[src/pkg/ccs_params.svh]
// Offsets, field positions, reset values and timing counts of the CPU clock switch.
// Assumes a 200 MHz pclk and a 32-bit APB register port.
`ifndef CCS_PARAMS_SVH
`define CCS_PARAMS_SVH

// ********************************************************
// Register map
// ********************************************************
`define CCS_ADDR_W 12
`define CCS_OFS_CTRL 12'h000
`define CCS_OFS_STATUS 12'h004

// ********************************************************
// Clock control register fields
// ********************************************************
`define CCS_BIT_DIV_LO 0
`define CCS_BIT_DIV_HI 2
`define CCS_BIT_CSS 4
`define CCS_BIT_CLS 5
`define CCS_BIT_MCC 7
`define CCS_CTRL_RESET 8'h04
`define CCS_DIV_SLOWEST 3'h4

// ********************************************************
// Status register fields
// ********************************************************
`define CCS_BIT_OSC_ON 0
`define CCS_BIT_STAB_DONE 1
`define CCS_BIT_PENDING 2

// ********************************************************
// Timing
// ********************************************************
`define CCS_PCLK_HZ 200000000
`define CCS_FX_HZ 10000000
`define CCS_FXT_HZ 32768
`define CCS_FX_DIV (`CCS_PCLK_HZ / `CCS_FX_HZ)
`define CCS_SUB_DIV (`CCS_PCLK_HZ / `CCS_FXT_HZ)
`define CCS_STAB_FX_CYCLES 262144
`define CCS_CPU_PER_INSTR 4
`define CCS_MAIN_SWITCH_MAX 16

`endif

[src/pkg/ccs_pkg.sv]
// Types shared by the CPU clock switch.
// Assumes ccs_params.svh is on the include path.
package ccs_pkg;

  typedef enum logic [1:0] {
    CCS_ST_STAB,
    CCS_ST_RUN,
    CCS_ST_WAIT
  } ccs_state_type;

  typedef struct packed {
    logic main_osc_stop;
    logic clock_source_select;
    logic [2:0] div;
  } ccs_ctrl_type;

  typedef struct packed {
    logic sub;
    logic [2:0] div;
  } ccs_active_type;

endpackage

[src/core/ccs_cpu_clock_switch.sv]
// CPU clock source and divider switchover with APB control register.
// Assumes pclk at 200 MHz; main and subsystem clocks are modelled as enables.
//
// Function
// On subsystem clock, instruction time fixed at subsystem rate; divider bits ignored.
// Watchdog counting halts while the CPU runs from the subsystem clock.
// Software never issues stop-mode while running from the subsystem clock.
// Divider bits 0-2 and source bit 4 of control select CPU clock.
// After a control write, the old clock runs on for several instructions.
// Read-only bit 5 shows the source truly driving the CPU.
// Delays 16/8/4/2/1 main, 1 leaving subsystem, fx/(4*2^n)/fxt entering it.
// Switchover delay counted in instructions of the pre-switch clock.
// Software never changes divider bits while entering the subsystem clock.
// One write may change divider and return from subsystem to main.
// After reset, main oscillator starts and 2^18 fx cycles pass first.
// After that wait, CPU starts at the slowest main divider.
// Clearing main-oscillator-stop bit 7 restarts main oscillation.
// Software selects subsystem clock only once it oscillates stably.
// After restarting main oscillator, software times stabilization itself.
// Reset loads control with 04h; main oscillator stays off during reset.
// Main-oscillator-stop only takes effect once the CPU runs on subsystem.
// Source status bit changes only when the switchover completes.
// Source switching never truncates a CPU clock phase.
`include "ccs_params.svh"
`timescale 1ns/1ps

module ccs_cpu_clock_switch #(
  parameter int unsigned STAB_FX_CYCLES = `CCS_STAB_FX_CYCLES,
  parameter int unsigned SUB_DIV = `CCS_SUB_DIV
) (
  input wire logic pclk, // APB clock, 200 MHz
  input wire logic presetn, // Async reset, active low
  input wire logic psel, // APB select
  input wire logic penable, // APB enable
  input wire logic pwrite, // APB direction
  input wire logic [`CCS_ADDR_W-1:0] paddr, // APB byte address
  input wire logic [31:0] pwdata, // APB write data
  output logic [31:0] prdata, // APB read data
  output logic pready, // APB ready
  output logic pslverr, // APB error, unmapped address
  output logic cpu_clk_en, // One pulse per CPU clock
  output logic instr_tick, // One pulse per minimum instruction
  output logic cpu_run, // CPU allowed to execute
  output logic wdt_count_en, // Watchdog may count
  output logic main_osc_en, // Main oscillator running
  output logic cpu_on_sub // Active source is subsystem clock
);

  localparam int unsigned FX_DIV = `CCS_FX_DIV;
  localparam logic [4:0] FX_LAST = 5'(FX_DIV - 1);
  localparam logic [12:0] SUB_LAST = 13'(SUB_DIV - 1);
  localparam logic [18:0] STAB_LAST = 19'(STAB_FX_CYCLES - 1);
  // Reset image kept whole so its fields can be selected by position
  localparam logic [7:0] CTRL_RST = `CCS_CTRL_RESET;

  // ********************************************************
  // State
  // ********************************************************
  ccs_pkg::ccs_ctrl_type ctrl_r;
  ccs_pkg::ccs_active_type act_r;
  ccs_pkg::ccs_state_type state_r;
  logic main_osc_en_r;
  logic [3:0] pre_cnt_r;
  logic [1:0] phase_r;
  logic [18:0] stab_cnt_r;
  logic [7:0] wait_cnt_r;
  logic [31:0] prdata_r;
  logic cpu_clk_en_r;
  logic instr_tick_r;

  logic fx_tick;
  logic sub_tick;
  logic main_cpu_tick;
  logic cpu_tick;
  logic instr_end;
  logic apply_now;
  logic change_req;
  logic [3:0] pre_mask;
  logic apb_setup;
  logic apb_access;
  logic addr_ok;

  // ********************************************************
  // Helpers
  // ********************************************************
  // Divider codes above 4 are illegal; they run as the slowest stage.
  function automatic logic [2:0] eff_div(input logic [2:0] d);
    eff_div = (d > `CCS_DIV_SLOWEST) ? `CCS_DIV_SLOWEST : d;
  endfunction

  // Instructions of the old clock to wait before switching
  function automatic logic [7:0] switch_delay(input ccs_pkg::ccs_active_type a,
                                              input logic to_sub);
    int unsigned per_sub;
    per_sub = `CCS_CPU_PER_INSTR * `CCS_FXT_HZ * (32'd1 << a.div);
    if (a.sub) begin
      switch_delay = 8'h01;
    end else if (to_sub) begin
      switch_delay = 8'((`CCS_FX_HZ + per_sub - 1) / per_sub);
    end else begin
      switch_delay = 8'(`CCS_MAIN_SWITCH_MAX >> a.div);
    end
  endfunction

  // ********************************************************
  // APB slave
  // ********************************************************
  assign apb_setup = psel && !penable;
  assign apb_access = psel && penable;
  assign addr_ok = (paddr == `CCS_OFS_CTRL) || (paddr == `CCS_OFS_STATUS);
  assign pready = 1'b1;
  assign pslverr = apb_access && !addr_ok;
  assign prdata = prdata_r;

  always_ff @(posedge pclk or negedge presetn) begin
    if (!presetn) begin
      ctrl_r.div <= CTRL_RST[`CCS_BIT_DIV_HI:`CCS_BIT_DIV_LO];
      ctrl_r.clock_source_select <= CTRL_RST[`CCS_BIT_CSS];
      ctrl_r.main_osc_stop <= CTRL_RST[`CCS_BIT_MCC];
    end else if (apb_access && pwrite && paddr == `CCS_OFS_CTRL) begin
      ctrl_r.div <= pwdata[`CCS_BIT_DIV_HI:`CCS_BIT_DIV_LO];
      ctrl_r.clock_source_select <= pwdata[`CCS_BIT_CSS];
      ctrl_r.main_osc_stop <= pwdata[`CCS_BIT_MCC];
    end
  end

  // Read data is latched in the setup phase so it is stable in the access phase.
  always_ff @(posedge pclk or negedge presetn) begin
    if (!presetn) begin
      prdata_r <= 32'h0000_0000;
    end else if (apb_setup && !pwrite) begin
      prdata_r <= 32'h0000_0000;
      if (paddr == `CCS_OFS_CTRL) begin
        prdata_r[`CCS_BIT_DIV_HI:`CCS_BIT_DIV_LO] <= ctrl_r.div;
        prdata_r[`CCS_BIT_CSS] <= ctrl_r.clock_source_select;
        prdata_r[`CCS_BIT_CLS] <= act_r.sub;
        prdata_r[`CCS_BIT_MCC] <= ctrl_r.main_osc_stop;
      end else if (paddr == `CCS_OFS_STATUS) begin
        prdata_r[`CCS_BIT_OSC_ON] <= main_osc_en_r;
        prdata_r[`CCS_BIT_STAB_DONE] <= (state_r != ccs_pkg::CCS_ST_STAB);
        prdata_r[`CCS_BIT_PENDING] <= (state_r == ccs_pkg::CCS_ST_WAIT);
      end
    end
  end

  // ********************************************************
  // Main oscillator
  // ********************************************************
  // Held off in reset; stop request waits until the CPU has left the main clock.
  always_ff @(posedge pclk or negedge presetn) begin
    if (!presetn) begin
      main_osc_en_r <= 1'b0;
    end else begin
      main_osc_en_r <= !(ctrl_r.main_osc_stop && act_r.sub);
    end
  end

  // ********************************************************
  // Source clock enables
  // ********************************************************
  // Both dividers restart at a switch so the first new period is whole.
  ccs_tick_div #(
    .W(5),
    .LAST(FX_LAST)
  ) u_fx_div (
    .pclk(pclk),
    .presetn(presetn),
    .run(main_osc_en_r),
    .restart(apply_now),
    .tick(fx_tick)
  );

  // The subsystem oscillator is never stopped, so its divider always runs.
  ccs_tick_div #(
    .W(13),
    .LAST(SUB_LAST)
  ) u_sub_div (
    .pclk(pclk),
    .presetn(presetn),
    .run(1'b1),
    .restart(apply_now),
    .tick(sub_tick)
  );

  // ********************************************************
  // CPU clock prescaler
  // ********************************************************
  assign pre_mask = 4'((5'h01 << act_r.div) - 5'h01);
  assign main_cpu_tick = fx_tick && ((pre_cnt_r & pre_mask) == pre_mask);
  // Divider bits are not consulted on the subsystem clock.
  assign cpu_tick = (state_r != ccs_pkg::CCS_ST_STAB)
                    && (act_r.sub ? sub_tick : main_cpu_tick);

  always_ff @(posedge pclk or negedge presetn) begin
    if (!presetn) begin
      pre_cnt_r <= 4'h0;
    end else if (apply_now) begin
      pre_cnt_r <= 4'h0;
    end else if (fx_tick) begin
      pre_cnt_r <= main_cpu_tick ? 4'h0 : pre_cnt_r + 4'h1;
    end
  end

  always_ff @(posedge pclk or negedge presetn) begin
    if (!presetn) begin
      phase_r <= 2'h0;
    end else if (apply_now) begin
      phase_r <= 2'h0;
    end else if (cpu_tick) begin
      phase_r <= phase_r + 2'h1;
    end
  end

  assign instr_end = cpu_tick && (phase_r == 2'h3);

  always_ff @(posedge pclk or negedge presetn) begin
    if (!presetn) begin
      cpu_clk_en_r <= 1'b0;
    end else begin
      cpu_clk_en_r <= cpu_tick;
    end
  end

  always_ff @(posedge pclk or negedge presetn) begin
    if (!presetn) begin
      instr_tick_r <= 1'b0;
    end else begin
      instr_tick_r <= instr_end;
    end
  end

  // ********************************************************
  // Switchover control
  // ********************************************************
  // On the subsystem clock a divider-only change does not switch anything.
  assign change_req = (ctrl_r.clock_source_select != act_r.sub)
                      || (!ctrl_r.clock_source_select && eff_div(ctrl_r.div) != act_r.div);
  // Switch lands on an instruction boundary of the old clock.
  assign apply_now = (state_r == ccs_pkg::CCS_ST_WAIT) && cpu_tick
                     && (phase_r == 2'h3) && (wait_cnt_r == 8'h01);

  // Counts fx ticks only while the CPU is held in the wait after reset.
  always_ff @(posedge pclk or negedge presetn) begin
    if (!presetn) begin
      stab_cnt_r <= 19'h00000;
    end else if (state_r == ccs_pkg::CCS_ST_STAB && fx_tick) begin
      stab_cnt_r <= stab_cnt_r + 19'h00001;
    end
  end

  // Loaded once per request; later writes only re-target the end value.
  always_ff @(posedge pclk or negedge presetn) begin
    if (!presetn) begin
      wait_cnt_r <= 8'h00;
    end else if (state_r == ccs_pkg::CCS_ST_RUN && change_req) begin
      wait_cnt_r <= switch_delay(act_r, ctrl_r.clock_source_select);
    end else if (state_r == ccs_pkg::CCS_ST_WAIT && instr_end && !apply_now) begin
      wait_cnt_r <= wait_cnt_r - 8'h01;
    end
  end

  always_ff @(posedge pclk or negedge presetn) begin
    if (!presetn) begin
      state_r <= ccs_pkg::CCS_ST_STAB;
    end else begin
      unique case (state_r)
        ccs_pkg::CCS_ST_STAB: begin
          if (fx_tick && stab_cnt_r == STAB_LAST) begin
            state_r <= ccs_pkg::CCS_ST_RUN;
          end
        end
        ccs_pkg::CCS_ST_RUN: begin
          if (change_req) begin
            state_r <= ccs_pkg::CCS_ST_WAIT;
          end
        end
        ccs_pkg::CCS_ST_WAIT: begin
          if (apply_now) begin
            state_r <= ccs_pkg::CCS_ST_RUN;
          end
        end
      endcase
    end
  end

  // Latest written source is taken, and the divider too when main is selected, so divider and return to main may change together.
  always_ff @(posedge pclk or negedge presetn) begin
    if (!presetn) begin
      act_r.sub <= 1'b0;
      act_r.div <= `CCS_DIV_SLOWEST;
    end else if (apply_now) begin
      act_r.sub <= ctrl_r.clock_source_select;
      if (!ctrl_r.clock_source_select) begin
        act_r.div <= eff_div(ctrl_r.div);
      end
    end
  end

  // ********************************************************
  // Outputs
  // ********************************************************
  assign cpu_clk_en = cpu_clk_en_r;
  assign instr_tick = instr_tick_r;
  assign cpu_run = (state_r != ccs_pkg::CCS_ST_STAB);
  assign wdt_count_en = !act_r.sub;
  assign main_osc_en = main_osc_en_r;
  assign cpu_on_sub = act_r.sub;

endmodule

// ********************************************************
// Free-running tick divider
// ********************************************************
// Restart zeroes the count so the first period after a switch is whole.
module ccs_tick_div #(
  parameter int unsigned W = 5,
  parameter logic [W-1:0] LAST = '1
) (
  input wire logic pclk, // Clock
  input wire logic presetn, // Async reset, active low
  input wire logic run, // Count while high
  input wire logic restart, // Zero the count
  output logic tick // One pulse per period
);

  logic [W-1:0] cnt_r;

  assign tick = run && (cnt_r == LAST);

  always_ff @(posedge pclk or negedge presetn) begin
    if (!presetn) begin
      cnt_r <= '0;
    end else if (!run || tick || restart) begin
      cnt_r <= '0;
    end else begin
      cnt_r <= cnt_r + W'(1);
    end
  end

endmodule

[config.mk]
export PLATFORM = sky130hd
export DESIGN_NAME = ccs_cpu_clock_switch
export DESIGN_NICKNAME = d
export VERILOG_FILES = /design/src/pkg/ccs_pkg.sv /design/src/core/ccs_cpu_clock_switch.sv
export VERILOG_INCLUDE_DIRS = /design/src /design/src/pkg
export SDC_FILE = /design/constraint.sdc
export NUM_CORES = 1
export LEC_CHECK = 0
export BUFFER_PORTS_ARGS = -buffer_cell sky130_fd_sc_hd__buf_2
export CORE_MARGIN = 2
export CORE_UTILIZATION = 55
export CTS_CLUSTER_DIAMETER = 30
export CTS_CLUSTER_SIZE = 30
export DETAILED_ROUTE_END_ITERATION = 8
export PLACE_DENSITY = 0.77
export SLEW_MARGIN = 5
export SYNTH_ARGS = -nofsm -noshare
export SYNTH_HDL_FRONTEND = slang
export SYNTH_HIERARCHICAL = 1
export SYNTH_SLANG_ARGS = --single-unit
[constraint.sdc]
create_clock -name pclk -period 23.5 [get_ports pclk]
set_input_delay 3.525 -clock pclk [delete_from_list [all_inputs] [get_ports pclk]]
set_output_delay 3.525 -clock pclk [all_outputs]
set_load 0.02 [all_outputs]
==> reports/summary.txt <==
DETAILED ROUTING
-------------------------------------------------------------------------------
Remaining antenna violation count after routing ..................            0
Via density per instance .........................................         6.61
Initial DRT Pass Iterations ......................................            9
Routed Wire Length ...............................................     38100 um
Drc violations ...................................................            0
Iteration-0 DRC count of the detailed router .....................         1422
Detailed-route via count .........................................        12425
WL/cell ..........................................................      20.3 um

STA
-------------------------------------------------------------------------------
Max Clk Rate .....................................................     41.9 MHz
Time the final worst path needs with I/O delays and setup ........     23.84 ns
Final Hold Vio Count .............................................            0
Total of endpoints with negative setup slack in the final report .            1
Max-slew violations ..............................................            0
Worst clock skew .................................................   0.00904 ns
Final setup slack of the worst path ..............................    -0.341 ns
Slew @ Worst Pin .................................................      1.09 ns
Final-layout setup total negative slack ..........................    -0.341 ns
Final period utilization .........................................         1.01
Tightest slew margin relative to the limit .......................        0.263
Unrepaired setup endpoints after global routing ..................         true

CLOCK TREE
-------------------------------------------------------------------------------
CTS tree .........................................................        built
Clock transition at the registers of the reported paths ..........      0.06 ns
CTS max path bufs ................................................            2
Number of H-tree levels ..........................................            3
Clock sink total .................................................           71
Quantity of hold-fixing buffers added after cts ..................            0
Num CTS Buffers ..................................................            9
Clock latency reported for the late side of the worst-skew pair ..      0.34 ns
Buffer cell driving the clock tree root .......................... sky130_fd_sc_hd__clkbuf_16

WORST SETUP PATH
-------------------------------------------------------------------------------
R2R cell count ...................................................          129
Worst reg2reg path endpoint ...................................... wait_cnt_r[0]
CP Class .........................................................      reg2reg
Worst reg2reg setup slack ........................................     -0.34 ns
CP Data Arrival Time .............................................     24.05 ns
Largest fanout on the critical path ..............................            6
Maximum cell stage delay along the critical path .................      0.49 ns
Worst endpoint required time .....................................     23.71 ns
Crit. End Element ................................................     register
Critical register-to-register path startpoint ....................     act_r[0]
Critical Path Source Type ........................................     register
Cell type of the slowest stage on the worst timing path .......... sky130_fd_sc_hd__or4_4

GLOBAL ROUTING
-------------------------------------------------------------------------------
Largest net degree at the start of global routing ................           72
Met1 layer usage reported by global route ........................        0.435
Residual overflow from global routing ............................            0
M2 GR Usage ......................................................        0.552
Busiest metal layer after global routing .........................         met2
GR Layer Usage met3 ..............................................       0.0330
Initial antenna violation count ..................................            0
Total global routing track utilization ...........................        0.322
Vias in the first global route ...................................        10973
First-pass GRT wire length .......................................     52900 um

CELLS AND AREA
-------------------------------------------------------------------------------
Most common library cell in the layout ignoring fill and taps .... sky130_fd_sc_hd__buf_4
Layout cells sized above 1 .......................................        0.346
Most frequent cells in the layout ................................ 296 x sky130_fd_sc_hd__buf_4, 124 x sky130_fd_sc_hd__nor2_1, 107 x sky130_fd_sc_hd__nand2_1
Antenna cell count ...............................................            0
Number of nets at the end of the flow ............................         1782
Fill cells .......................................................         1096
Layout overhead on the synthesized area ..........................        38.2%
Core Util, Final .................................................        0.776

POWER
-------------------------------------------------------------------------------
Peak supply drop .................................................    0.0604 mV
Leakage power ....................................................      6.32 nW
Power density of the placed cells ................................ 24.1 nW/um^2

PLACEMENT
-------------------------------------------------------------------------------
Final weighted congestion of routability-driven global placement .        0.998
Count of input and output buffers ................................           34
Final HPWL from detailed placement ...............................     23900 um

LOGIC SYNTHESIS
-------------------------------------------------------------------------------
Count of yosys warnings during synthesis .........................            6
Portion of the post-synthesis area used by sequential elements ...        0.176
Top_reg_cell synth ............................................... sky130_fd_sc_hd__dfrtp_1
Unique cell type count in the Yosys netlist ......................          108
EDFF count, synth ................................................            0
Synthesized netlist cell count ...................................         1318
Register bit total from synthesis ................................           71
Mean instance size in the synthesized netlist ....................    7.68 um^2
Largest family of logic cells by synthesized area ................ compound AO/OA/AOI/OAI gates
Xor/xnor share of the synthesized area ...........................       0.0838
Post-synthesis mux area share ....................................       0.0371
Fraction of the mapped netlist area in adder cells ...............        0.108
Simple logic cell fraction of the synthesized area ...............        0.262
Compound-cell area share of the yosys netlist ....................        0.278
Cell area after technology mapping ...............................   10100 um^2
Async set or reset register ratio after synthesis ................         1.00

MIN PATH
-------------------------------------------------------------------------------
Tightest Hold Check Type .........................................      reg2reg
Hold Crit Depth ..................................................            1
Hold Path Sink ................................................... stab_cnt_r[9]
Startpoint of the most critical hold path ........................ stab_cnt_r[9]

DIE
-------------------------------------------------------------------------------
Die height .......................................................       140 um
Area of the core .................................................   18000 um^2
Die footprint ....................................................   19500 um^2
Starting density of the core .....................................        0.562
Die X-Extent .....................................................       140 um
Standard-cell rows ...............................................           49
Total I/O pin count ..............................................           89

RUN STATUS
-------------------------------------------------------------------------------
Violated checks .................................................. setup timing
Result of the run ................................................ finished with violations

FLOW RUN
-------------------------------------------------------------------------------
Number of max-cap violations .....................................            0

-- timing repair --
action                                  in CTS  in global routing
endpoints found under the setup margin       1                  2
gates resized for setup                     39                141
pin swaps                                   24                135
buffers inserted                            17                 50
-- per-layer routing --
metal	vias up	wire [um]
met1	5807	14700
met2	848	17800
met3	245	3480
li1	5525	-
met5	-	0
met4	0	2130
-- Yosys cell counts (19+ instances only) --
| library cell | number | area share |
|---|---|---|
| sky130_fd_sc_hd__nor2_1 | 141 | 0.052 |
| sky130_fd_sc_hd__o21ai_0 | 63 | 0.031 |
| sky130_fd_sc_hd__a21o_1 | 29 | 0.022 |
| sky130_fd_sc_hd__nand3_1 | 39 | 0.019 |
| sky130_fd_sc_hd__buf_4 | 30 | 0.022 |
| sky130_fd_sc_hd__dfrtp_1 | 69 | 0.17 |
| sky130_fd_sc_hd__o21a_1 | 29 | 0.022 |
| sky130_fd_sc_hd__nor2b_1 | 22 | 0.014 |
| sky130_fd_sc_hd__nor3_1 | 39 | 0.019 |
| sky130_fd_sc_hd__ha_1 | 87 | 0.11 |
| sky130_fd_sc_hd__xnor2_1 | 57 | 0.049 |
| sky130_fd_sc_hd__nand2b_1 | 28 | 0.017 |
| sky130_fd_sc_hd__o31ai_1 | 21 | 0.016 |
| sky130_fd_sc_hd__a21oi_1 | 87 | 0.043 |
| sky130_fd_sc_hd__inv_1 | 49 | 0.018 |
| sky130_fd_sc_hd__nand2_1 | 121 | 0.045 |
| sky130_fd_sc_hd__mux2_2 | 19 | 0.021 |
| sky130_fd_sc_hd__xor2_1 | 38 | 0.033 |
-- through the flow --
| step | instance area (um^2) | hold slack, ns | power (W) | worst slack (ns) | std cells |
|---|---|---|---|---|---|
| final | 14000 | 0.465 | 0.000338 | -0.341 | 1880 |
| after global routing | 14000 | 0.488 | 0.000349 | -1.16 | 1880 |
| after CTS | 13000 | 0.465 | 0.000331 | 0.0421 | 1832 |
| after detailed placement | 12400 | 0.455 | 0.000191 | -0.719 | 1799 |
| after global placement | 12400 | 0.443 | 0.000188 | -0.471 | 1799 |
| after floorplan | 10500 | 0.428 | 0.000178 | 0.00222 | 1351 |
-- worst max path at each step --
stage | to | from | slack (ns)
2_1_floorplan | wait_cnt_r[0] | act_r[1] | 0.002
3_3_place_gp | wait_cnt_r[0] | act_r[1] | -0.47
3_5_place_dp | wait_cnt_r[0] | act_r[0] | -0.72
4_1_cts | wait_cnt_r[0] | act_r[1] | 0.04
5_1_grt | wait_cnt_r[0] | act_r[0] | -1.16
6_report | wait_cnt_r[0] | act_r[0] | -0.34
-- critical path: cells and delay by family (launching register included) --
kind | cells | cell delay [ns]
fa+ha+maj | 13 | 3.39
simple gates | 44 | 7.55
mux | 3 | 0.92
xor+xnor | 3 | 0.49
flops | 1 | 0.46
compound gates | 57 | 9.72
buf+inv | 9 | 1.09
-- final cells by class --
type	count	area, um^2	area share
sequential	71	1780	0.127
timing repair buffer	342	2530	0.181
multi-input combinational	1169	8880	0.634
clock inverter	4	52.6	0.00376
inverter	53	206	0.0148
tap	229	287	0.0205
clock buffer	12	256	0.0183
-- power by group --
part | switching, W | internal (W)
Sequential | 0.0000108 | 0.000131
Combinational | 0.0000344 | 0.0000207
Clock | 0.0000521 | 0.0000884
Total | 0.0000972 | 0.000241
-- sequential cells by signal (all words and copies together) (netlist names), 3 cells and up --
signal / count
stab_cnt_r: 19
u_sub_div/cnt_r: 13
wait_cnt_r: 8
prdata: 6
ctrl_r: 5
u_fx_div/cnt_r: 5
pre_cnt_r: 4
act_r: 3
-- cells by family after synthesis --
logic type	count (synthesis)
AND/OR/NAND/NOR	519
adder cells (fa/ha/maj)	87
XOR/XNOR	96
AO/OA/AOI/OAI	397
other	2
flip-flops	71
multiplexers	35
buffers and inverters	111
(Power assumes the default switching activity.)
